--- src/rtl/qr_timing_pkg.sv ---
/*
  Constants for the quasi-resonant switch timing sequencer: intervals,
  counts at the 50 MHz clock, limit-scale codes and sequencer states.
  Assumes a 50 MHz core clock.
*/
package qr_timing_pkg;
  localparam int  CLK_HZ           = 50_000_000;
  localparam int  BLANK_NS         = 250;
  localparam int  BOTTOM_MASK_NS   = 600;
  localparam int  TIMEOUT1_US      = 15;
  localparam int  TIMEOUT2_US      = 5;
  localparam int  OVP_FILTER_US    = 150;
  localparam int  CLAMP_DELAY_NS   = 600;
  localparam int  SS_STAGE1_MS     = 1;
  localparam int  SS_STAGE2_MS     = 4;
  localparam int  OVERLOAD_MS      = 128;
  // least times round up
  localparam int  BLANK_CYC        = (BLANK_NS * (CLK_HZ / 1_000_000) + 999) / 1000;
  localparam int  BOTTOM_MASK_CYC  = (BOTTOM_MASK_NS * (CLK_HZ / 1_000_000) + 999) / 1000;
  localparam int  CLAMP_DELAY_CYC  = (CLAMP_DELAY_NS * (CLK_HZ / 1_000_000) + 999) / 1000;
  localparam int  TIMEOUT1_CYC     = TIMEOUT1_US * (CLK_HZ / 1_000_000);
  localparam int  TIMEOUT2_CYC     = TIMEOUT2_US * (CLK_HZ / 1_000_000);
  localparam int  OVP_FILTER_CYC   = OVP_FILTER_US * (CLK_HZ / 1_000_000);
  localparam int  SS_STAGE1_CYC    = SS_STAGE1_MS * (CLK_HZ / 1000);
  localparam int  SS_STAGE2_CYC    = SS_STAGE2_MS * (CLK_HZ / 1000);
  localparam int  OVERLOAD_CYC     = OVERLOAD_MS * (CLK_HZ / 1000);
  localparam int  CNT_W            = 24;
  // current limit in percent of normal, 8 bits
  localparam logic [7:0] LIMIT_PCT_SS1    = 8'h19;
  localparam logic [7:0] LIMIT_PCT_SS2    = 8'h32;
  localparam logic [7:0] LIMIT_PCT_NORMAL = 8'h64;
  localparam logic [7:0] HIGH_LINE_PCT    = 8'h46;
  typedef enum logic [1:0] {
    SEQ_STOPPED = 2'b00,
    SEQ_OFF     = 2'b01,
    SEQ_ON      = 2'b10
  } seq_state_e;
endpackage : qr_timing_pkg

--- src/rtl/input_sync.sv ---
/*
  Two flip-flop synchroniser for a bus of comparator levels.
  Assumes inputs are asynchronous to clk_in.
*/
`timescale 1ns/1ps
module input_sync #(
  parameter int WIDTH = 8
) (
  input  wire logic             clk_in,
  input  wire logic             resetn_in,
  input  wire logic [WIDTH-1:0] async_in,
  output logic      [WIDTH-1:0] sync_out
);
  logic [WIDTH-1:0] stage1;
  // first stage feeds only the second
  always_ff @(posedge clk_in or negedge resetn_in) begin
    if (!resetn_in) begin
      stage1   <= '0;
      sync_out <= '0;
    end else begin
      stage1   <= async_in;
      sync_out <= stage1;
    end
  end
endmodule : input_sync

--- src/rtl/clamp_delay.sv ---
/*
  Clamp-drive output: a delayed copy of the gate drive, open drain.
  Assumes gate_in is synchronous to clk_in.
*/
`timescale 1ns/1ps
module clamp_delay
  import qr_timing_pkg::*;
#(
  parameter int DELAY_CYC = CLAMP_DELAY_CYC
) (
  input  wire logic clk_in,
  input  wire logic resetn_in,
  input  wire logic gate_in,
  input  wire logic soft_start_in,
  output logic      clamp_oe_out,
  output logic      clamp_drive_out
);
  logic [DELAY_CYC-1:0] line;
  logic                 delayed;
  logic                 settling;
  // shift line; all ones means output released
  always_ff @(posedge clk_in or negedge resetn_in) begin
    if (!resetn_in) begin
      line <= '0;
    end else begin
      line <= {line[DELAY_CYC-2:0], gate_in};
    end
  end
  assign delayed  = line[DELAY_CYC-1];
  // any disagreement inside the line means a transition is still in flight
  assign settling = (line != {DELAY_CYC{1'b0}}) && (line != {DELAY_CYC{1'b1}});
  // registered pull-down enable; soft start forces release
  always_ff @(posedge clk_in or negedge resetn_in) begin
    if (!resetn_in) begin
      clamp_oe_out <= 1'b1;
    end else if (soft_start_in) begin
      clamp_oe_out <= 1'b0; // RULE_16
    end else begin
      clamp_oe_out <= settling | ~delayed; // RULE_14 RULE_15
    end
  end
  assign clamp_drive_out = 1'b0;
  AST_SS_HIZ: assert property (@(posedge clk_in) disable iff (!resetn_in) // RULE_16
    soft_start_in |=> !clamp_oe_out) else $error("clamp driven in soft start");
  AST_DELAY: assert property (@(posedge clk_in) disable iff (!resetn_in) // RULE_15
    (!soft_start_in && $rose(gate_in)) ##1 !soft_start_in |=> clamp_oe_out)
    else $error("clamp released too early");
endmodule : clamp_delay

--- src/rtl/qr_switch_timing.sv ---
/*
  Quasi-resonant flyback timing and protection sequencer: gate timing,
  blanking, bottom detect with mask and timeouts, soft start, overload,
  overvoltage filter and latches. Comparator inputs are asynchronous
  levels from analogue blocks; resetn_in is the supply power-on reset.
*/
`timescale 1ns/1ps
// Behaviour
// RULE_01 - ignore over-current for 250 ns after every gate rise
// RULE_02 - high-line flag scales current limit to 70 percent
// RULE_03 - bottom-detect comparator turns the gate on
// RULE_04 - bottom detect masked for a while after each gate edge
// RULE_05 - sense never above 200 mV for 15 us forces gate on
// RULE_06 - after a bottom, next bottom missing 5 us forces gate on
// RULE_07 - second timeout armed only after first bottom seen
// RULE_08 - undervoltage or brown-out restarts soft start
// RULE_09 - soft start limit 25 percent to 1 ms, 50 to 4 ms, then normal
// RULE_10 - feedback above upper level 128 ms declares overload, gate low
// RULE_11 - feedback below lower level clears overload timer
// RULE_12 - latch clears only when supply drops below release level
// RULE_13 - aux overvoltage latches after 150 us, shorter resets filter
// RULE_14 - clamp drive is delayed gate copy, open drain
// RULE_15 - clamp drive low during delay after each transition
// RULE_16 - clamp output released during soft start
// RULE_17 - over-temperature stops switching, auto resumes
// RULE_18 - brown-out and undervoltage recover automatically
// RULE_19 - overload, supply overvoltage latch or auto per variant
// RULE_20 - start only with supply good, line normal, no protection
// RULE_21 - inputs synchronised, intervals counted in clock cycles
module qr_switch_timing
  import qr_timing_pkg::*;
#(
  parameter bit OVERLOAD_LATCH = 1'b0,
  parameter bit SUPPLY_OVP_LATCH = 1'b1,
  parameter int OVERLOAD_CYCLES = OVERLOAD_CYC,
  parameter int OVP_CYCLES = OVP_FILTER_CYC,
  parameter int SS1_CYCLES = SS_STAGE1_CYC,
  parameter int SS2_CYCLES = SS_STAGE2_CYC,
  parameter int TOUT1_CYCLES = TIMEOUT1_CYC,
  parameter int TOUT2_CYCLES = TIMEOUT2_CYC
) (
  input  wire logic       clk_in,
  input  wire logic       resetn_in,
  input  wire logic       overcurrent_in,
  input  wire logic       high_line_in,
  input  wire logic       bottom_detect_in,
  input  wire logic       above_timeout_level_in,
  input  wire logic       fb_above_upper_in,
  input  wire logic       fb_below_lower_in,
  input  wire logic       line_normal_in,
  input  wire logic       supply_start_in,
  input  wire logic       supply_undervoltage_in,
  input  wire logic       supply_latch_release_in,
  input  wire logic       supply_overvoltage_in,
  input  wire logic       aux_overvoltage_in,
  input  wire logic       thermal_shutdown_in,
  output logic            gate_out,
  output logic [7:0]      limit_pct_out,
  output logic            soft_start_out,
  output logic            overload_out,
  output logic            latched_out,
  output logic            clamp_oe_out,
  output logic            clamp_drive_out
);
  localparam int NIN = 13;
  logic [NIN-1:0]   raw;
  logic [NIN-1:0]   syn;
  logic             s_oc, s_hl, s_bot, s_abv, s_fbu, s_fbl, s_line;
  logic             s_start, s_uv, s_rel, s_vov, s_aov, s_tsd;
  seq_state_e       state;
  seq_state_e       next_state;
  logic [CNT_W-1:0] blank_cnt, mask_cnt, tout1_cnt, tout2_cnt;
  logic [CNT_W-1:0] ss_cnt, ol_cnt, aovp_cnt, vovp_cnt;
  logic             bottom_seen, below_seen, ss_done, running;
  logic             ol_latch, aov_latch, vov_latch, vov_auto;
  logic             ovp_now, aovp_trip, vovp_trip, ol_trip, protect;
  logic             turn_on, turn_off, blanked, masked;
  logic [7:0]       ss_pct;

  // saturating increment used by every interval counter
  function automatic logic [CNT_W-1:0] bump(input logic [CNT_W-1:0] c);
    bump = (c == {CNT_W{1'b1}}) ? c : c + 1'b1;
  endfunction : bump

  // every comparator level crosses into the clock domain here
  assign raw = {overcurrent_in, high_line_in, bottom_detect_in, above_timeout_level_in,
                fb_above_upper_in, fb_below_lower_in, line_normal_in, supply_start_in,
                supply_undervoltage_in, supply_latch_release_in, supply_overvoltage_in,
                aux_overvoltage_in, thermal_shutdown_in};
  input_sync #(.WIDTH(NIN)) u_sync ( // RULE_21
    .clk_in    (clk_in),
    .resetn_in (resetn_in),
    .async_in  (raw),
    .sync_out  (syn)
  );
  assign {s_oc, s_hl, s_bot, s_abv, s_fbu, s_fbl, s_line, s_start,
          s_uv, s_rel, s_vov, s_aov, s_tsd} = syn;

  // protection summary; brown-out, undervoltage and thermal are not latched
  assign protect = ol_latch | ol_trip | aov_latch | vov_latch | vov_auto | s_tsd | s_uv | ~s_line; // RULE_17 RULE_18
  assign running = (state != SEQ_STOPPED);

  // blanking window and bottom-detect mask counters
  assign blanked = (blank_cnt < BLANK_CYC[CNT_W-1:0]); // RULE_01
  assign masked  = (mask_cnt < BOTTOM_MASK_CYC[CNT_W-1:0]); // RULE_04

  // turn-off on over-current outside blanking; turn-on on bottom or timeouts
  assign turn_off = (state == SEQ_ON) && s_oc && !blanked; // RULE_01
  assign turn_on  = (state == SEQ_OFF) && !masked &&
                    (s_bot // RULE_03
                     || (tout1_cnt >= TOUT1_CYCLES[CNT_W-1:0]) // RULE_05
                     || (bottom_seen && below_seen && tout2_cnt >= TOUT2_CYCLES[CNT_W-1:0])); // RULE_06 RULE_07

  // sequencer next state
  always_comb begin
    next_state = state;
    case (state)
      SEQ_STOPPED: begin
        if (s_start && !protect) begin
          next_state = SEQ_OFF; // RULE_20
        end
      end
      SEQ_OFF: begin
        if (protect) begin
          next_state = SEQ_STOPPED;
        end else if (turn_on) begin
          next_state = SEQ_ON;
        end
      end
      SEQ_ON: begin
        if (protect) begin
          next_state = SEQ_STOPPED; // RULE_10
        end else if (turn_off) begin
          next_state = SEQ_OFF;
        end
      end
      default: next_state = SEQ_STOPPED;
    endcase
  end

  always_ff @(posedge clk_in or negedge resetn_in) begin
    if (!resetn_in) begin
      state <= SEQ_STOPPED;
    end else begin
      state <= next_state;
    end
  end

  // gate output is registered off the next state
  always_ff @(posedge clk_in or negedge resetn_in) begin
    if (!resetn_in) begin
      gate_out <= 1'b0;
    end else begin
      gate_out <= (next_state == SEQ_ON);
    end
  end

  // blanking restarts on the gate rising, mask on either gate edge
  always_ff @(posedge clk_in or negedge resetn_in) begin
    if (!resetn_in) begin
      blank_cnt <= '0;
      mask_cnt  <= '0;
    end else begin
      blank_cnt <= (state != SEQ_ON && next_state == SEQ_ON) ? '0 : bump(blank_cnt); // RULE_01
      mask_cnt  <= (state != next_state) ? '0 : bump(mask_cnt); // RULE_04
    end
  end

  // timeout 1 counts while sense stays under 200 mV during off time
  always_ff @(posedge clk_in or negedge resetn_in) begin
    if (!resetn_in) begin
      tout1_cnt <= '0;
    end else if (state != SEQ_OFF || s_abv) begin
      tout1_cnt <= '0; // RULE_05
    end else begin
      tout1_cnt <= bump(tout1_cnt);
    end
  end

  // timeout 2 counts from the sense falling below the timeout level
  always_ff @(posedge clk_in or negedge resetn_in) begin
    if (!resetn_in) begin
      tout2_cnt  <= '0;
      below_seen <= 1'b0;
    end else if (state != SEQ_OFF || s_abv) begin
      tout2_cnt  <= '0;
      below_seen <= 1'b0;
    end else begin
      below_seen <= 1'b1;
      tout2_cnt  <= bump(tout2_cnt); // RULE_06
    end
  end

  // arming flag for timeout 2; cleared whenever switching stops
  always_ff @(posedge clk_in or negedge resetn_in) begin
    if (!resetn_in) begin
      bottom_seen <= 1'b0;
    end else if (!running) begin
      bottom_seen <= 1'b0; // RULE_07
    end else if (state == SEQ_OFF && !masked && s_bot) begin
      bottom_seen <= 1'b1;
    end
  end

  // soft start clock; reset by undervoltage or brown-out
  always_ff @(posedge clk_in or negedge resetn_in) begin
    if (!resetn_in) begin
      ss_cnt <= '0;
    end else if (s_uv || !s_line) begin
      ss_cnt <= '0; // RULE_08
    end else if (running && !ss_done) begin
      ss_cnt <= bump(ss_cnt);
    end
  end
  assign ss_done = (ss_cnt >= SS2_CYCLES[CNT_W-1:0]);
  assign ss_pct  = (ss_cnt < SS1_CYCLES[CNT_W-1:0]) ? LIMIT_PCT_SS1 :
                   (!ss_done ? LIMIT_PCT_SS2 : LIMIT_PCT_NORMAL); // RULE_09

  // limit percentage, scaled by 0.7 at high line (70/100)
  always_ff @(posedge clk_in or negedge resetn_in) begin
    if (!resetn_in) begin
      limit_pct_out <= LIMIT_PCT_SS1;
    end else if (s_hl) begin
      limit_pct_out <= 8'((16'(ss_pct) * 16'(HIGH_LINE_PCT)) / 16'h0064); // RULE_02
    end else begin
      limit_pct_out <= ss_pct;
    end
  end
  assign soft_start_out = !ss_done;

  // overload timer; any dip below lower level clears it
  always_ff @(posedge clk_in or negedge resetn_in) begin
    if (!resetn_in) begin
      ol_cnt <= '0;
    end else if (s_fbl) begin
      ol_cnt <= '0; // RULE_11
    end else if (s_fbu && running) begin
      ol_cnt <= bump(ol_cnt); // RULE_10
    end
  end
  assign ol_trip = (ol_cnt >= OVERLOAD_CYCLES[CNT_W-1:0]);

  // overvoltage filters: short episodes restart the count
  always_ff @(posedge clk_in or negedge resetn_in) begin
    if (!resetn_in) begin
      aovp_cnt <= '0;
      vovp_cnt <= '0;
    end else begin
      aovp_cnt <= s_aov ? bump(aovp_cnt) : '0; // RULE_13
      vovp_cnt <= s_vov ? bump(vovp_cnt) : '0;
    end
  end
  assign aovp_trip = (aovp_cnt >= OVP_CYCLES[CNT_W-1:0]);
  assign vovp_trip = (vovp_cnt >= OVP_CYCLES[CNT_W-1:0]);
  assign ovp_now   = aovp_trip | vovp_trip;

  // latches; release wins only when no trip stands in the same cycle
  always_ff @(posedge clk_in or negedge resetn_in) begin
    if (!resetn_in) begin
      ol_latch  <= 1'b0;
      aov_latch <= 1'b0;
      vov_latch <= 1'b0;
    end else begin
      ol_latch  <= (OVERLOAD_LATCH && ol_trip) || (ol_latch && !s_rel); // RULE_12 RULE_19
      aov_latch <= aovp_trip || (aov_latch && !s_rel); // RULE_12 RULE_13
      vov_latch <= (SUPPLY_OVP_LATCH && vovp_trip) || (vov_latch && !s_rel); // RULE_19
    end
  end

  // auto-recovery supply overvoltage holds off while the condition lasts
  always_ff @(posedge clk_in or negedge resetn_in) begin
    if (!resetn_in) begin
      vov_auto <= 1'b0;
    end else begin
      vov_auto <= !SUPPLY_OVP_LATCH && (vovp_trip || (vov_auto && s_vov)); // RULE_19
    end
  end

  // status outputs
  always_ff @(posedge clk_in or negedge resetn_in) begin
    if (!resetn_in) begin
      overload_out <= 1'b0;
      latched_out  <= 1'b0;
    end else begin
      overload_out <= ol_trip | ol_latch;
      latched_out  <= ol_latch | aov_latch | vov_latch;
    end
  end

  clamp_delay u_clamp (
    .clk_in          (clk_in),
    .resetn_in       (resetn_in),
    .gate_in         (gate_out),
    .soft_start_in   (soft_start_out),
    .clamp_oe_out    (clamp_oe_out),
    .clamp_drive_out (clamp_drive_out)
  );

  // blanking only shields over-current; a protection may still cut the gate
  AST_BLANK: assert property (@(posedge clk_in) disable iff (!resetn_in) // RULE_01
    (state == SEQ_ON && blanked && !protect) |=> gate_out) else $error("gate cut inside blanking");
  AST_OVERLOAD_OFF: assert property (@(posedge clk_in) disable iff (!resetn_in) // RULE_10
    ol_trip |=> !gate_out) else $error("gate on during overload");
  AST_FB_CLEAR: assert property (@(posedge clk_in) disable iff (!resetn_in) // RULE_11
    s_fbl |=> ol_cnt == '0) else $error("overload timer not cleared");
  AST_OL_COUNT: assert property (@(posedge clk_in) disable iff (!resetn_in) // RULE_10
    (s_fbu && !s_fbl && running && !ol_trip) |=> ol_cnt == $past(ol_cnt) + 24'h000001)
    else $error("overload timer not counting");
  AST_AOV_LATCH: assert property (@(posedge clk_in) disable iff (!resetn_in) // RULE_13
    aovp_trip && !s_rel |=> aov_latch ##1 (aov_latch || $past(s_rel)))
    else $error("aux overvoltage latch missing");
  AST_OVP_FILTER: assert property (@(posedge clk_in) disable iff (!resetn_in) // RULE_13
    !s_aov |=> aovp_cnt == '0) else $error("ovp filter not reset");
  AST_SS_RESET: assert property (@(posedge clk_in) disable iff (!resetn_in) // RULE_08
    (s_uv || !s_line) |=> ss_cnt == '0 && !gate_out) else $error("soft start not reset");
  AST_SS_LIMIT: assert property (@(posedge clk_in) disable iff (!resetn_in) // RULE_09
    (!s_hl && ss_cnt < SS1_CYCLES[CNT_W-1:0]) |=> limit_pct_out == LIMIT_PCT_SS1)
    else $error("soft start limit wrong");
  AST_HIGH_LINE: assert property (@(posedge clk_in) disable iff (!resetn_in) // RULE_02
    (s_hl && ss_done) |=> limit_pct_out == HIGH_LINE_PCT) else $error("high line scale wrong");
  AST_TSD_STOP: assert property (@(posedge clk_in) disable iff (!resetn_in) // RULE_17
    s_tsd |=> !gate_out) else $error("switching during thermal shutdown");
  AST_MASK: assert property (@(posedge clk_in) disable iff (!resetn_in) // RULE_04
    $fell(gate_out) |=> !gate_out [*8]) else $error("turn-on inside mask");
  // turn-on paths: once the mask is over each one must switch the gate on; timeout 2 stays off before any bottom
  AST_BOTTOM_ON: assert property (@(posedge clk_in) disable iff (!resetn_in) // RULE_03
    (state == SEQ_OFF && !masked && !protect && s_bot) |=> gate_out)
    else $error("bottom did not turn gate on");
  AST_TOUT1_ON: assert property (@(posedge clk_in) disable iff (!resetn_in) // RULE_05
    (state == SEQ_OFF && !masked && !protect && tout1_cnt >= TOUT1_CYCLES[CNT_W-1:0]) |=> gate_out)
    else $error("first timeout did not force gate on");
  AST_TOUT2_ON: assert property (@(posedge clk_in) disable iff (!resetn_in) // RULE_06
    (state == SEQ_OFF && !masked && !protect && bottom_seen && below_seen && tout2_cnt >= TOUT2_CYCLES[CNT_W-1:0])
    |=> gate_out) else $error("second timeout did not force gate on");
  AST_TOUT2_ARM: assert property (@(posedge clk_in) disable iff (!resetn_in) // RULE_07
    (state == SEQ_OFF && !bottom_seen && !s_bot && tout1_cnt < TOUT1_CYCLES[CNT_W-1:0]) |=> !gate_out)
    else $error("second timeout acted before any bottom");
  // start, automatic restart, latch holding and supply overvoltage latch setting
  AST_START: assert property (@(posedge clk_in) disable iff (!resetn_in) // RULE_20
    (state == SEQ_STOPPED && (!s_start || protect)) |=> (state == SEQ_STOPPED && !gate_out))
    else $error("switching started without start conditions");
  AST_RESTART: assert property (@(posedge clk_in) disable iff (!resetn_in) // RULE_18
    (state == SEQ_STOPPED && s_start && !protect) |=> state == SEQ_OFF)
    else $error("no automatic restart");
  AST_LATCH_HOLD: assert property (@(posedge clk_in) disable iff (!resetn_in) // RULE_12
    ((ol_latch || aov_latch || vov_latch) && !s_rel) |=> latched_out)
    else $error("latch dropped without release");
  AST_VOV_LATCH: assert property (@(posedge clk_in) disable iff (!resetn_in) // RULE_19
    (SUPPLY_OVP_LATCH && vovp_trip) |=> vov_latch) else $error("supply overvoltage latch missing");
endmodule : qr_switch_timing

--- config.mk ---
export PLATFORM = sky130hd
export DESIGN_NAME = qr_switch_timing
export DESIGN_NICKNAME = d
export VERILOG_FILES = /design/src/rtl/qr_timing_pkg.sv /design/src/rtl/input_sync.sv /design/src/rtl/clamp_delay.sv /design/src/rtl/qr_switch_timing.sv
export SDC_FILE = /design/constraint.sdc
export NUM_CORES = 1
export LEC_CHECK = 0
export ABC_AREA = 1
export BUFFER_PORTS_ARGS = -buffer_cell sky130_fd_sc_hd__buf_2
export CAP_MARGIN = 25
export CORE_ASPECT_RATIO = 1.75
export CORE_MARGIN = 4
export CORE_UTILIZATION = 52
export DETAILED_ROUTE_END_ITERATION = 7
export PLACE_DENSITY = 0.71
export SYNTH_ARGS = -nofsm -noshare
export SYNTH_HDL_FRONTEND = slang
export SYNTH_HIERARCHICAL = 1
export SYNTH_SLANG_ARGS = --single-unit
--- constraint.sdc ---
create_clock -name clk_in -period 1.95 [get_ports clk_in]
set_input_delay 0.2925 -clock clk_in [delete_from_list [all_inputs] [get_ports clk_in]]
set_output_delay 0.2925 -clock clk_in [all_outputs]
set_load 0.02 [all_outputs]
# ---- Word-level counts from Yosys, hierarchy flattened
# Index checks and enable logic that the tools add are counted.
# W data, S select, Z words.
dict set report op_classes {
  n_addsub 8
  mul 1
  div 1
  order_cmp 9
  n_eq_ne 24
  muxes 31
  n_bitwise 11
  n_reduce_logical 34
}
# operator n
set op_table {}
lappend op_table {{$mux W24} 18}
lappend op_table {{$add A24 B1 Y24 const B} 8}
lappend op_table {{$eq A24 B24 Y1 const B} 8}
lappend op_table {{$ge A24 B13 Y1 const B} 2}
lappend op_table {{$ne A30 B30 Y1 const B} 1}
lappend op_table {{$reduce_bool A30 Y1} 1}
lappend op_table {{$ge A24 B10 Y1 const B} 1}
lappend op_table {{$ge A24 B18 Y1 const B} 1}
lappend op_table {{$ge A24 B23 Y1 const B} 1}
lappend op_table {{$ge A24 B8 Y1 const B} 1}
lappend op_table {{$lt A24 B16 Y1 const B} 1}
lappend op_table {{$lt A24 B4 Y1 const B} 1}
lappend op_table {{$lt A24 B5 Y1 const B} 1}
lappend op_table {{$div A15 B7 Y16 const B} 1}
lappend op_table {{$ne A2 B2 Y1 const B} 8}
lappend op_table {{$logic_and A1 B1 Y1} 15}
lappend op_table {{$mux W7} 2}
lappend op_table {{$mul A7 B6 Y13 const B} 1}
lappend op_table {{$mux W2} 5}
lappend op_table {{$or A1 B1 Y1} 9}
lappend op_table {{$mux W8} 1}
lappend op_table {{$logic_not A1 Y1} 6}
lappend op_table {{$logic_or A1 B1 Y1} 6}
lappend op_table {{$ne A2 B1 Y1 const B} 3}
lappend op_table {{9 further kinds} 17}
dict set report word_totals {
  ff_bits 267
  in_bits 15
  out_inout_bits 14
  wordCells 141
}

# ---- Depth between registers and ports, before layout
# Gate-level depths: netlist of the first run.
dict set report depth {
  ltp_word 14
  depth_mapped 17
  ltp_nobuf 16
}

# ---- By module
# The synthesis of the first run kept the hierarchy.
# module n_inst cells_per_inst area_per_inst_um2 seq_area_each_um2
set modules_own_cells {}
lappend modules_own_cells {qr_switch_timing 1 1618 12064.1 5258.8}
lappend modules_own_cells {clamp_delay 1 63 902.1 777.0}
lappend modules_own_cells {input_sync 1 26 650.6 650.6}

# ---- Least setup slack after synthesis of the first run
# Ideal clock, no wire load.
dict set report synth_path {
  path_kind {register to register}
  from {register tout2_cnt[0]}
  to {register mask_cnt[8]}
  setup_time_ns 0.120
  arrival_time_ns 1.677
  required_time_ns 1.830
  slack_ns 0.153
  stages_incl_launch_ff 18
  n_path_buf 1
  period_less_slack_ns 1.797
  path_cell_list {dfrtp_1 -> inv_1 -> ha_1 -> nor2_1 -> nand2_1 -> nand3_1 -> nand3_1 -> nand2_1 -> nand2_1 -> nand2_1 -> nand2_1 -> nand2_1 -> nand2_1 -> nand2_1 -> nand2_1 -> nand2_2 -> buf_4 -> nor2_1}
}
dict set report synth_between {
  elab_chain_cells 9
  word_cells_on_any_way 10
  cone_classes {order compare: 1; eq/ne: 2; mux: 4; reduce/logical: 3}
}
# item line
set synth_lines {}
lappend synth_lines {{start: declaration} qr_switch_timing.sv:72} ;# logic [CNT_W-1:0] blank_cnt, mask_cnt, tout1_cnt, tout2_cnt;
lappend synth_lines {{start signal: assignment} qr_switch_timing.sv:190} ;# tout2_cnt <= bump(tout2_cnt);
lappend synth_lines {{$ge A24 B8 Y1 (*)} qr_switch_timing.sv:112} ;# || (bottom_seen && below_seen && tout2_cnt >= TOUT2_CYCLES[CNT_W-1:0]));
lappend synth_lines {{$logic_and A1 B1 Y1 (*)} qr_switch_timing.sv:112}
lappend synth_lines {{$logic_or A1 B1 Y1 (*)} qr_switch_timing.sv:112}
lappend synth_lines {{$logic_and A1 B1 Y1 (*)} qr_switch_timing.sv:109} ;# assign turn_on = (state == SEQ_OFF) && !masked &&
lappend synth_lines {{$mux W2 (*)} qr_switch_timing.sv:126} ;# end else if (turn_on) begin
lappend synth_lines {{$mux W2 (*)} qr_switch_timing.sv:124} ;# if (protect) begin
lappend synth_lines {{$pmux W2 S3 (*)} qr_switch_timing.sv:117} ;# case (state)
lappend synth_lines {{$ne A2 B2 Y1 (*)} qr_switch_timing.sv:165} ;# mask_cnt <= (state != next_state) ? '0 : bump(mask_cnt);
lappend synth_lines {{$ne A2 B2 Y1 (no line) or $mux W24 (tied branches)} --}
lappend synth_lines {{end signal: assignment} qr_switch_timing.sv:165}
lappend synth_lines {{end: declaration} qr_switch_timing.sv:72}
# Every way passes the cells marked *; elsewhere a longest branch is shown, timed or not.
# A chain may end at the register's enable or synchronous reset.

# ---- Worst setup path in the final report of the first run
dict set report layout_path {
  from {register tout1_cnt[0]}
  to {register mask_cnt[15]}
}
dict set report layout_between {
  elab_chain_cells 9
  word_cells_on_any_way 10
  cone_classes {order compare: 1; eq/ne: 2; mux: 4; reduce/logical: 3}
}
# item line
set layout_lines {}
lappend layout_lines {{start: declaration} qr_switch_timing.sv:72}
lappend layout_lines {{start signal: assignment} qr_switch_timing.sv:176} ;# tout1_cnt <= bump(tout1_cnt);
lappend layout_lines {{$ge A24 B10 Y1 (*)} qr_switch_timing.sv:111} ;# || (tout1_cnt >= TOUT1_CYCLES[CNT_W-1:0])
lappend layout_lines {{$logic_or A1 B1 Y1 (*)} qr_switch_timing.sv:111}
lappend layout_lines {{$logic_or A1 B1 Y1 (*)} qr_switch_timing.sv:112}
lappend layout_lines {{$logic_and A1 B1 Y1 (*)} qr_switch_timing.sv:109}
lappend layout_lines {{$mux W2 (*)} qr_switch_timing.sv:126}
lappend layout_lines {{$mux W2 (*)} qr_switch_timing.sv:124}
lappend layout_lines {{$pmux W2 S3 (*)} qr_switch_timing.sv:117}
lappend layout_lines {{$ne A2 B2 Y1 (*)} qr_switch_timing.sv:165}
lappend layout_lines {{$ne A2 B2 Y1 (no line) or $mux W24 (tied branches)} --}
# Marked as above.

==> impl_summary.log, run 1 <==
INFO  metric antennaDiodeCount = 0
INFO  metric die-area = 28900 µm²
INFO  metric cts_root_buffer = sky130_fd_sc_hd__clkbuf_16
INFO  metric die_height = 222 µm
INFO  metric critPathKind = flop to flop
INFO  metric ctsHtreeMaxLevel = 1
INFO  metric cp-end-kind = flop
INFO  metric numCtsBuffers = 26
INFO  metric numPortBuffers = 27
INFO  metric grt_start_max_net_pins = 63
INFO  metric ys_seq_elements = 267
INFO  metric critical_path.n_buffers_inverters = 3
INFO  metric fill_cells = 1996
INFO  metric run_status = finished with violations
INFO  metric timing_max_transition_violations_final = 0
INFO  metric synth.lib_cells_used.distinct = 59
INFO  metric design.final.nets = 1959
INFO  metric antenna_found_initial = 0
INFO  metric final.setup_skew = 0.0178 ns
INFO  metric detail_route.wirelength = 35.5 mm
INFO  metric cts_sinks = 267
INFO  metric core_area = 25900 µm²
INFO  metric most_frequent_standard_cell_in_the_layout_excluding_fill_and_tap_cells = sky130_fd_sc_hd__nand2_1
INFO  metric layout-drive-gt1-share = 0.245
INFO  metric clock_latency = 0.55 ns
INFO  metric timing.max_cap.violations = 0
INFO  metric initialDrtViolationCount = 725
INFO  metric gp_congestion = 0.992
INFO  metric ir_worst_vdd = 0.000685 V
INFO  metric final_report_setup_violation_count = 59
INFO  metric hpwlAfterDp = 23.6 mm
INFO  metric p_leak = 8.00 nW
INFO  metric clk_pin_slew_worst_paths = 0.06 ns
INFO  metric vias_per_cell = 5.58
INFO  metric overflow = 0
INFO  metric syn-mean-instance-area = 7.98 µm²
INFO  metric postSynthNetCount = 1738
INFO  metric grt_first_pass_wirelength = 56.6 mm
INFO  metric initial_cell_density_of_the_core = 0.527
INFO  metric critical_path.slowest_cell = sky130_fd_sc_hd__dfrtp_1
INFO  metric timing.critical_path.required = 2.43 ns
INFO  metric timing.critical_path.cells = inv_2 -> ha_4 -> nor2_2 -> nor2_1 -> nand2_1 -> a21oi_2 -> nor2_1 -> nand2_1 -> nand2_2 -> nand2_2 -> nand2_2 -> nand2_2 -> nand2_2 -> nand2_2 -> nand2_4 -> buf_12 -> buf_16 -> nor2_4
INFO  metric regToRegStartpoint = tout1_cnt[0]
INFO  metric worst_margin_pin_slew = 0.783 ns
INFO  metric detail_route.first_pass.iterations = 6
INFO  metric wl_per_cell = 15.7 µm
INFO  metric timing.critical_path.mode_cell = sky130_fd_sc_hd__nand2_2
INFO  metric via_count_of_the_first_global_routing_pass = 12700
INFO  metric synth.cell_area = 13600 µm²
INFO  metric layout_setup_ws = -0.202 ns
INFO  metric r2r-end = mask_cnt[15]
INFO  metric die_x = 130 µm
INFO  metric drt_drc_violations_left = 0
INFO  metric finalHoldViolations = 0
INFO  metric yosysWarningCount = 6
INFO  metric final_worst_path_period_share = 1.10
INFO  metric slew_headroom = 0.477
INFO  metric post-layout-total-power = 12.3 mW
INFO  metric worst-endpoint-arrival = 2.63 ns
INFO  metric period_minus_slack = 2.15 ns
INFO  metric setup_tns = -4.45 ns
INFO  metric layout_common_cells = sky130_fd_sc_hd__nand2_1 (297), sky130_fd_sc_hd__dfrtp_1 (263), sky130_fd_sc_hd__inv_1 (223), sky130_fd_sc_hd__nor2_1 (173), sky130_fd_sc_hd__buf_4 (146)
INFO  metric min-delay-path-class = input port to asynchronous set/reset pin
INFO  metric critical_path.max_fanout = 5
INFO  metric postSynthCellCount = 1707
INFO  metric grt_usage = 0.234
INFO  metric final_antenna_net_count = 0
INFO  metric cts-root-to-sink-buffers = 3
INFO  metric rows = 78
INFO  metric io_pins = 29
INFO  metric timing.fmax = 465 MHz
INFO  metric rsz0062_at_grt = true
INFO  metric cts_tree = done
INFO  metric final_core_utilization = 0.677
INFO  metric detailroute.via_count = 12700
INFO  metric critical_path.max_stage_delay = 0.38 ns
INFO  metric slack_of_the_worst_reg_to_reg_path = -0.20 ns
INFO  metric r2r.worst_path.cells = 18
INFO  metric power.density = 700 nW/µm²
INFO  metric violations_in_the_final_reports = setup timing
INFO  metric timing.critical_path.max_delay_family = simple AND/OR/NAND/NOR gates
INFO  metric areaGrowthSynthToFinish = 28.6%
INFO  metric post_synthesis_sequential_area_ratio = 0.491
INFO  metric worst_setup_path_start_kind = flop
stage by stage:
step	worst slack (ns)	area (µm²)	cells	hold slack (ns)
floorplan	0.153	13600	1707	-0.00309
global placement	-0.0617	15000	2150	0.273
detailed placement	-0.0765	15000	2150	0.274
CTS	-0.202	16500	2233	0.311
global route	-0.322	17500	2266	0.322
finish	-0.202	17500	2266	0.278
worst reg2reg max path, cell delays in order, from the launching register on:
cell	delay, ns
sky130_fd_sc_hd__dfrtp_1	0.38
sky130_fd_sc_hd__inv_2	0.08
sky130_fd_sc_hd__ha_4	0.13
sky130_fd_sc_hd__nor2_2	0.03
sky130_fd_sc_hd__nor2_1	0.13
sky130_fd_sc_hd__nand2_1	0.08
sky130_fd_sc_hd__a21oi_2	0.18
sky130_fd_sc_hd__nor2_1	0.09
sky130_fd_sc_hd__nand2_1	0.08
sky130_fd_sc_hd__nand2_2	0.08
sky130_fd_sc_hd__nand2_2	0.07
sky130_fd_sc_hd__nand2_2	0.06
sky130_fd_sc_hd__nand2_2	0.09
sky130_fd_sc_hd__nand2_2	0.05
sky130_fd_sc_hd__nand2_2	0.10
sky130_fd_sc_hd__nand2_4	0.09
sky130_fd_sc_hd__buf_12	0.15
sky130_fd_sc_hd__buf_16	0.14
sky130_fd_sc_hd__nor2_4	0.09
routing by layer:
metal | vias up | GRT usage | share of wire
li1 | 6039 | - | -
met1 | 6071 | 0.258 | 0.37
met2 | 393 | 0.439 | 0.54
met3 | 152 | 0.0275 | 0.040
met4 | 0 | 0.102 | 0.045
met5 | - | 0 | 0
cell usage after synthesis, drive strengths merged:
library cell / n / area [µm²]
nand2: 333 / 1290
dfstp: 4 / 105
xnor2: 9 / 78.8
a221oi: 1 / 8.76
clkbuf: 11 / 41.3
nand3: 128 / 661
or2: 12 / 75.1
o21ai: 94 / 470
conb: 2 / 7.51
o21a: 1 / 7.51
xor2: 32 / 280
and3: 2 / 12.5
o221ai: 1 / 8.76
o22ai: 2 / 12.5
or4: 1 / 7.51
inv: 251 / 947
nand3b: 6 / 45.0
o21bai: 1 / 7.51
dfrtp: 263 / 6580
a211oi: 7 / 52.6
nor3: 93 / 507
nand4: 54 / 344
mux2i: 1 / 10.0
ha: 16 / 200
nor2: 239 / 946
a22o: 1 / 8.76
and2: 1 / 6.26
o221a: 1 / 11.3
a22oi: 2 / 15.0
clkinv: 1 / 3.75
a31oi: 11 / 68.8
nor3b: 4 / 30.0
nor4: 26 / 196
a21oi: 64 / 335
o31ai: 17 / 128
a2bb2oi: 1 / 8.76
buf: 11 / 78.8
o211ai: 3 / 22.5
cell type report:
type	count	area, µm²	share of cell area
clock buffer	34	762	0.0435
clock inverter	12	154	0.00879
inverter	252	963	0.0550
multi-input combinational	1166	6720	0.383
sequential	267	6690	0.382
tap	320	400	0.0229
timing repair buffer	215	1830	0.105
power breakdown:
group          internal (mW)  total [mW]  switching [mW]
Clock                   3.16        5.41            2.26
Sequential              5.69        5.83           0.141
Combinational          0.399        1.02           0.617
worst max-delay path by stage:
| stage | start | to | slack, ns | cells past startpoint |
|---|---|---|---|---|
| 2_1_floorplan | tout2_cnt[0] | mask_cnt[8] | 0.15 | 17 |
| 3_3_place_gp | tout1_cnt[1] | tout1_cnt[4] | -0.06 | 10 |
| 4_1_cts | ss_cnt[22] | soft_start_out | -0.20 | 7 |
| 3_5_place_dp | tout1_cnt[1] | tout1_cnt[22] | -0.08 | 11 |
| 5_1_grt | tout1_cnt[0] | mask_cnt[15] | -0.32 | 18 |
| 6_report | tout1_cnt[0] | mask_cnt[15] | -0.20 | 18 |
repair_timing:
| action | 4_1_cts | 5_1_grt |
|---|---|---|
| resized for setup | 74 | 188 |
| endpoints found under the hold margin | 67 | 0 |
| pin swaps | 19 | 68 |
| endpoints found under the setup margin | 62 | 149 |
| hold buffers | 14 | 0 |
| gates cloned | 3 | 2 |
| buffers inserted | 21 | 32 |
cell families (layout without fill, tap and decap cells):
kind of cell	Yosys count	in the layout	share of synthesized area
buffers and inverters	274	513	0.0787
other	2	2	0.000552
AND/OR/NAND/NOR	899	899	0.302
AO/OA/AOI/OAI	207	207	0.0856
adder cells (fa/ha/maj)	16	16	0.0147
multiplexers	1	1	0.000735
flip-flops	267	267	0.491
XOR/XNOR	41	41	0.0264
registers in the layout (all words and copies together) (netlist names), 2 cells and up:
register,count
ss_cnt,24
ol_cnt,24
mask_cnt,24
tout1_cnt,24
aovp_cnt,24
u_sync/sync_out,13
vovp_cnt,24
state,2
u_clamp/line,30
limit_pct_out,8
blank_cnt,24
u_sync/stage1,13
tout2_cnt,24
Note: power is estimated with default switching activity, not from simulation.
==> inputs of run 2 (changes only) <==
PLACE_DENSITY = 0.68   (was 0.71)
SKIP_CTS_REPAIR_TIMING = 1   (was not set)
clock period = 2.1 ns   (was 1.95 ns; I/O delays follow)
==> run 2 against run 1 <==
  * The run still ends with setup timing left
  * Final area down 6.8%
  * Worst hold slack better by 0.030 ns
  * Non-clock buffer count down 85
  * Via count down 5.9%
  * Clock power down 4.8%
  * Clock skew up 0.012 ns
  * Setup slack better by 0.092 ns
  * Critical path depth down 10
  * Register-to-register slack better by 0.16 ns
  * Sequential power down 7.2%
  * Die area unchanged
  * Critical path type is now flop to primary output
==> impl_summary.log, run 2 (same netlist as run 1, synthesis figures left out) <==
INFO  metric timing.critical_path.required = 1.78 ns (was 2.43 ns)
INFO  metric largest_register_ff_count = 30 (unchanged)
INFO  metric timing.fmax = 452 MHz
INFO  metric period_minus_slack = 2.21 ns
INFO  metric cts_root_buffer = sky130_fd_sc_hd__clkbuf_16 (unchanged)
INFO  metric die_x = 130 µm (unchanged)
INFO  metric final_report_setup_violation_count = 4 (was 59)
INFO  metric die-area = 28900 µm² (unchanged)
INFO  metric r2r-end = ol_cnt[8] (was mask_cnt[15])
INFO  metric p_leak = 7.46 nW (was 8.00 nW)
INFO  metric final_worst_path_period_share = 1.05
INFO  metric layout_setup_ws = -0.110 ns (was -0.202 ns)
INFO  metric min-delay-path-class = input port to asynchronous set/reset pin (unchanged)
INFO  metric timing_max_transition_violations_final = 0 (unchanged)
INFO  metric cts_sinks = 267 (unchanged)
INFO  metric design.final.nets = 1876 (was 1959)
INFO  metric core_area = 25900 µm² (unchanged)
INFO  metric final_antenna_net_count = 0 (unchanged)
INFO  metric worst_setup_path_start_kind = flop (unchanged)
INFO  metric worst_margin_pin_slew = 0.553 ns (was 0.783 ns)
INFO  metric regToRegStartpoint = ol_cnt[0] (was tout1_cnt[0])
INFO  metric drt_drc_violations_left = 0 (unchanged)
INFO  metric ctsHtreeMaxLevel = 1 (unchanged)
INFO  metric detail_route.first_pass.iterations = 5 (was 6)
INFO  metric initial_cell_density_of_the_core = 0.527 (unchanged)
INFO  metric overflow = 0 (unchanged)
INFO  metric power.density = 696 nW/µm² (was 700 nW/µm²)
INFO  metric clk_pin_slew_worst_paths = 0.07 ns (was 0.06 ns)
INFO  metric clock_latency = 0.56 ns (was 0.55 ns)
INFO  metric timing.max_cap.violations = 0 (unchanged)
INFO  metric hpwlAfterDp = 23.3 mm (was 23.6 mm)
INFO  metric numCtsBuffers = 27 (was 26)
INFO  metric antenna_found_initial = 0 (unchanged)
INFO  metric cts_tree = done (unchanged)
INFO  metric slew_headroom = 0.632 (was 0.477)
INFO  metric via_count_of_the_first_global_routing_pass = 11600 (was 12700)
INFO  metric detailroute.via_count = 11900 (was 12700)
INFO  metric final_core_utilization = 0.631 (was 0.677)
INFO  metric placement.setup.worst_slack = -0.0251 ns (was -0.0765 ns)
INFO  metric critical_path.max_fanout = 5 (unchanged)
INFO  metric io_pins = 29 (unchanged)
INFO  metric setup_tns = -0.171 ns (was -4.45 ns)
INFO  metric final.setup_skew = 0.0294 ns (was 0.0178 ns)
INFO  metric initialDrtViolationCount = 628 (was 725)
INFO  metric rsz0062_at_grt = true (unchanged)
INFO  metric detail_route.wirelength = 32.7 mm (was 35.5 mm)
INFO  metric grt_usage = 0.221 (was 0.234)
INFO  metric fill_cells = 2242 (was 1996)
INFO  metric rows = 78 (unchanged)
INFO  metric wl_per_cell = 15.0 µm (was 15.7 µm)
INFO  metric layout-drive-gt1-share = 0.162 (was 0.245)
INFO  metric r2r.worst_path.cells = 11 (was 18)
INFO  metric grt_first_pass_wirelength = 53.1 mm (was 56.6 mm)
INFO  metric worst-endpoint-arrival = 1.90 ns (was 2.63 ns)
INFO  metric gp_congestion = 0.950 (was 0.992)
INFO  metric antennaDiodeCount = 0 (unchanged)
INFO  metric numPortBuffers = 27 (unchanged)
INFO  metric most_frequent_standard_cell_in_the_layout_excluding_fill_and_tap_cells = sky130_fd_sc_hd__nand2_1 (unchanged)
INFO  metric layout_common_cells = sky130_fd_sc_hd__nand2_1 (312), sky130_fd_sc_hd__dfrtp_1 (262), sky130_fd_sc_hd__inv_1 (229), sky130_fd_sc_hd__nor2_1 (204), sky130_fd_sc_hd__nand3_1 (116) (was sky130_fd_sc_hd__nand2_1 (297), sky130_fd_sc_hd__dfrtp_1 (263), sky130_fd_sc_hd__inv_1 (223), sky130_fd_sc_hd__nor2_1 (173), sky130_fd_sc_hd__buf_4 (146))
INFO  metric slack_of_the_worst_reg_to_reg_path = -0.04 ns (was -0.20 ns)
INFO  metric ir_worst_vdd = 0.000722 V (was 0.000685 V)
INFO  metric grt_start_max_net_pins = 62 (was 63)
INFO  metric largest_register = u_clamp/line (unchanged)
INFO  metric violations_in_the_final_reports = setup timing (unchanged)
INFO  metric run_status = finished with violations (unchanged)
INFO  metric die_height = 222 µm (unchanged)
INFO  metric vias_per_cell = 5.45 (was 5.58)
INFO  metric hold-worst-slack = 0.308 ns (was 0.278 ns)
INFO  metric cts-root-to-sink-buffers = 3 (unchanged)
INFO  metric areaGrowthSynthToFinish = 19.8% (was 28.6%)
INFO  metric critPathKind = flop to primary output (was flop to flop)
INFO  metric post-layout-total-power = 11.4 mW (was 12.3 mW)
INFO  metric finalHoldViolations = 0 (unchanged)
INFO  metric cp-end-kind = primary output (was flop)
-- run 2: how the worst max path moves through the flow --
stage / start / endpoint / slack, ns
after detailed placement: tout2_cnt[0] / tout2_cnt[14] / -0.03
after CTS: ss_cnt[23] / soft_start_out / -0.34
after global placement: tout2_cnt[0] / tout2_cnt[6] / 0.008
after global routing: ss_cnt[22] / soft_start_out / -0.22
after floorplan: tout2_cnt[0] / mask_cnt[8] / 0.30
final: ss_cnt[22] / soft_start_out / -0.11
-- run 2: metrics by stage --
| stage | cells | instance area [µm²] |
|---|---|---|
| 6_report | 2185 | 16300 |
| 5_1_grt | 2185 | 16300 |
| 4_1_cts | 2138 | 15500 |
| 3_5_place_dp | 2089 | 14600 |
| 3_3_place_gp | 2089 | 14600 |
| 2_1_floorplan | 1707 | 13600 |
-- run 2: area by class of cell --
type	count	area [µm²]	share of cell area
clock inverter	13	188	0.0115
inverter	252	963	0.0590
sequential	267	6690	0.410
timing repair inverter	1	5.00	0.000307
tap	320	400	0.0245
multi-input combinational	1166	6170	0.378
timing repair buffer	130	1140	0.0696
clock buffer	36	769	0.0472
-- run 2: power breakdown --
group          internal, mW  total, mW  switching (mW)
logic                 0.299      0.796           0.497
clock network          3.07       5.15            2.08
registers              5.29       5.41           0.127
-- run 2: worst max-delay path: stages (launching register included) --
cell and delay, ns:
sky130_fd_sc_hd__dfrtp_1 0.39, sky130_fd_sc_hd__nor2_2 0.13, sky130_fd_sc_hd__nand3_2 0.10, sky130_fd_sc_hd__nor3_4 0.25, sky130_fd_sc_hd__buf_6 0.14, sky130_fd_sc_hd__a21oi_4 0.06, sky130_fd_sc_hd__nand2_4 0.11, sky130_fd_sc_hd__inv_4 0.04
sky130_fd_sc_hd__buf_6 0.12
-- run 2: metal layers --
layer	wire length, µm	GRT usage	up-vias
li1	-	-	5864
met1	12500	0.249	5692
met2	17900	0.410	260
met3	1070	0.0251	96
met4	1230	0.0909	0
met5	0	0	-
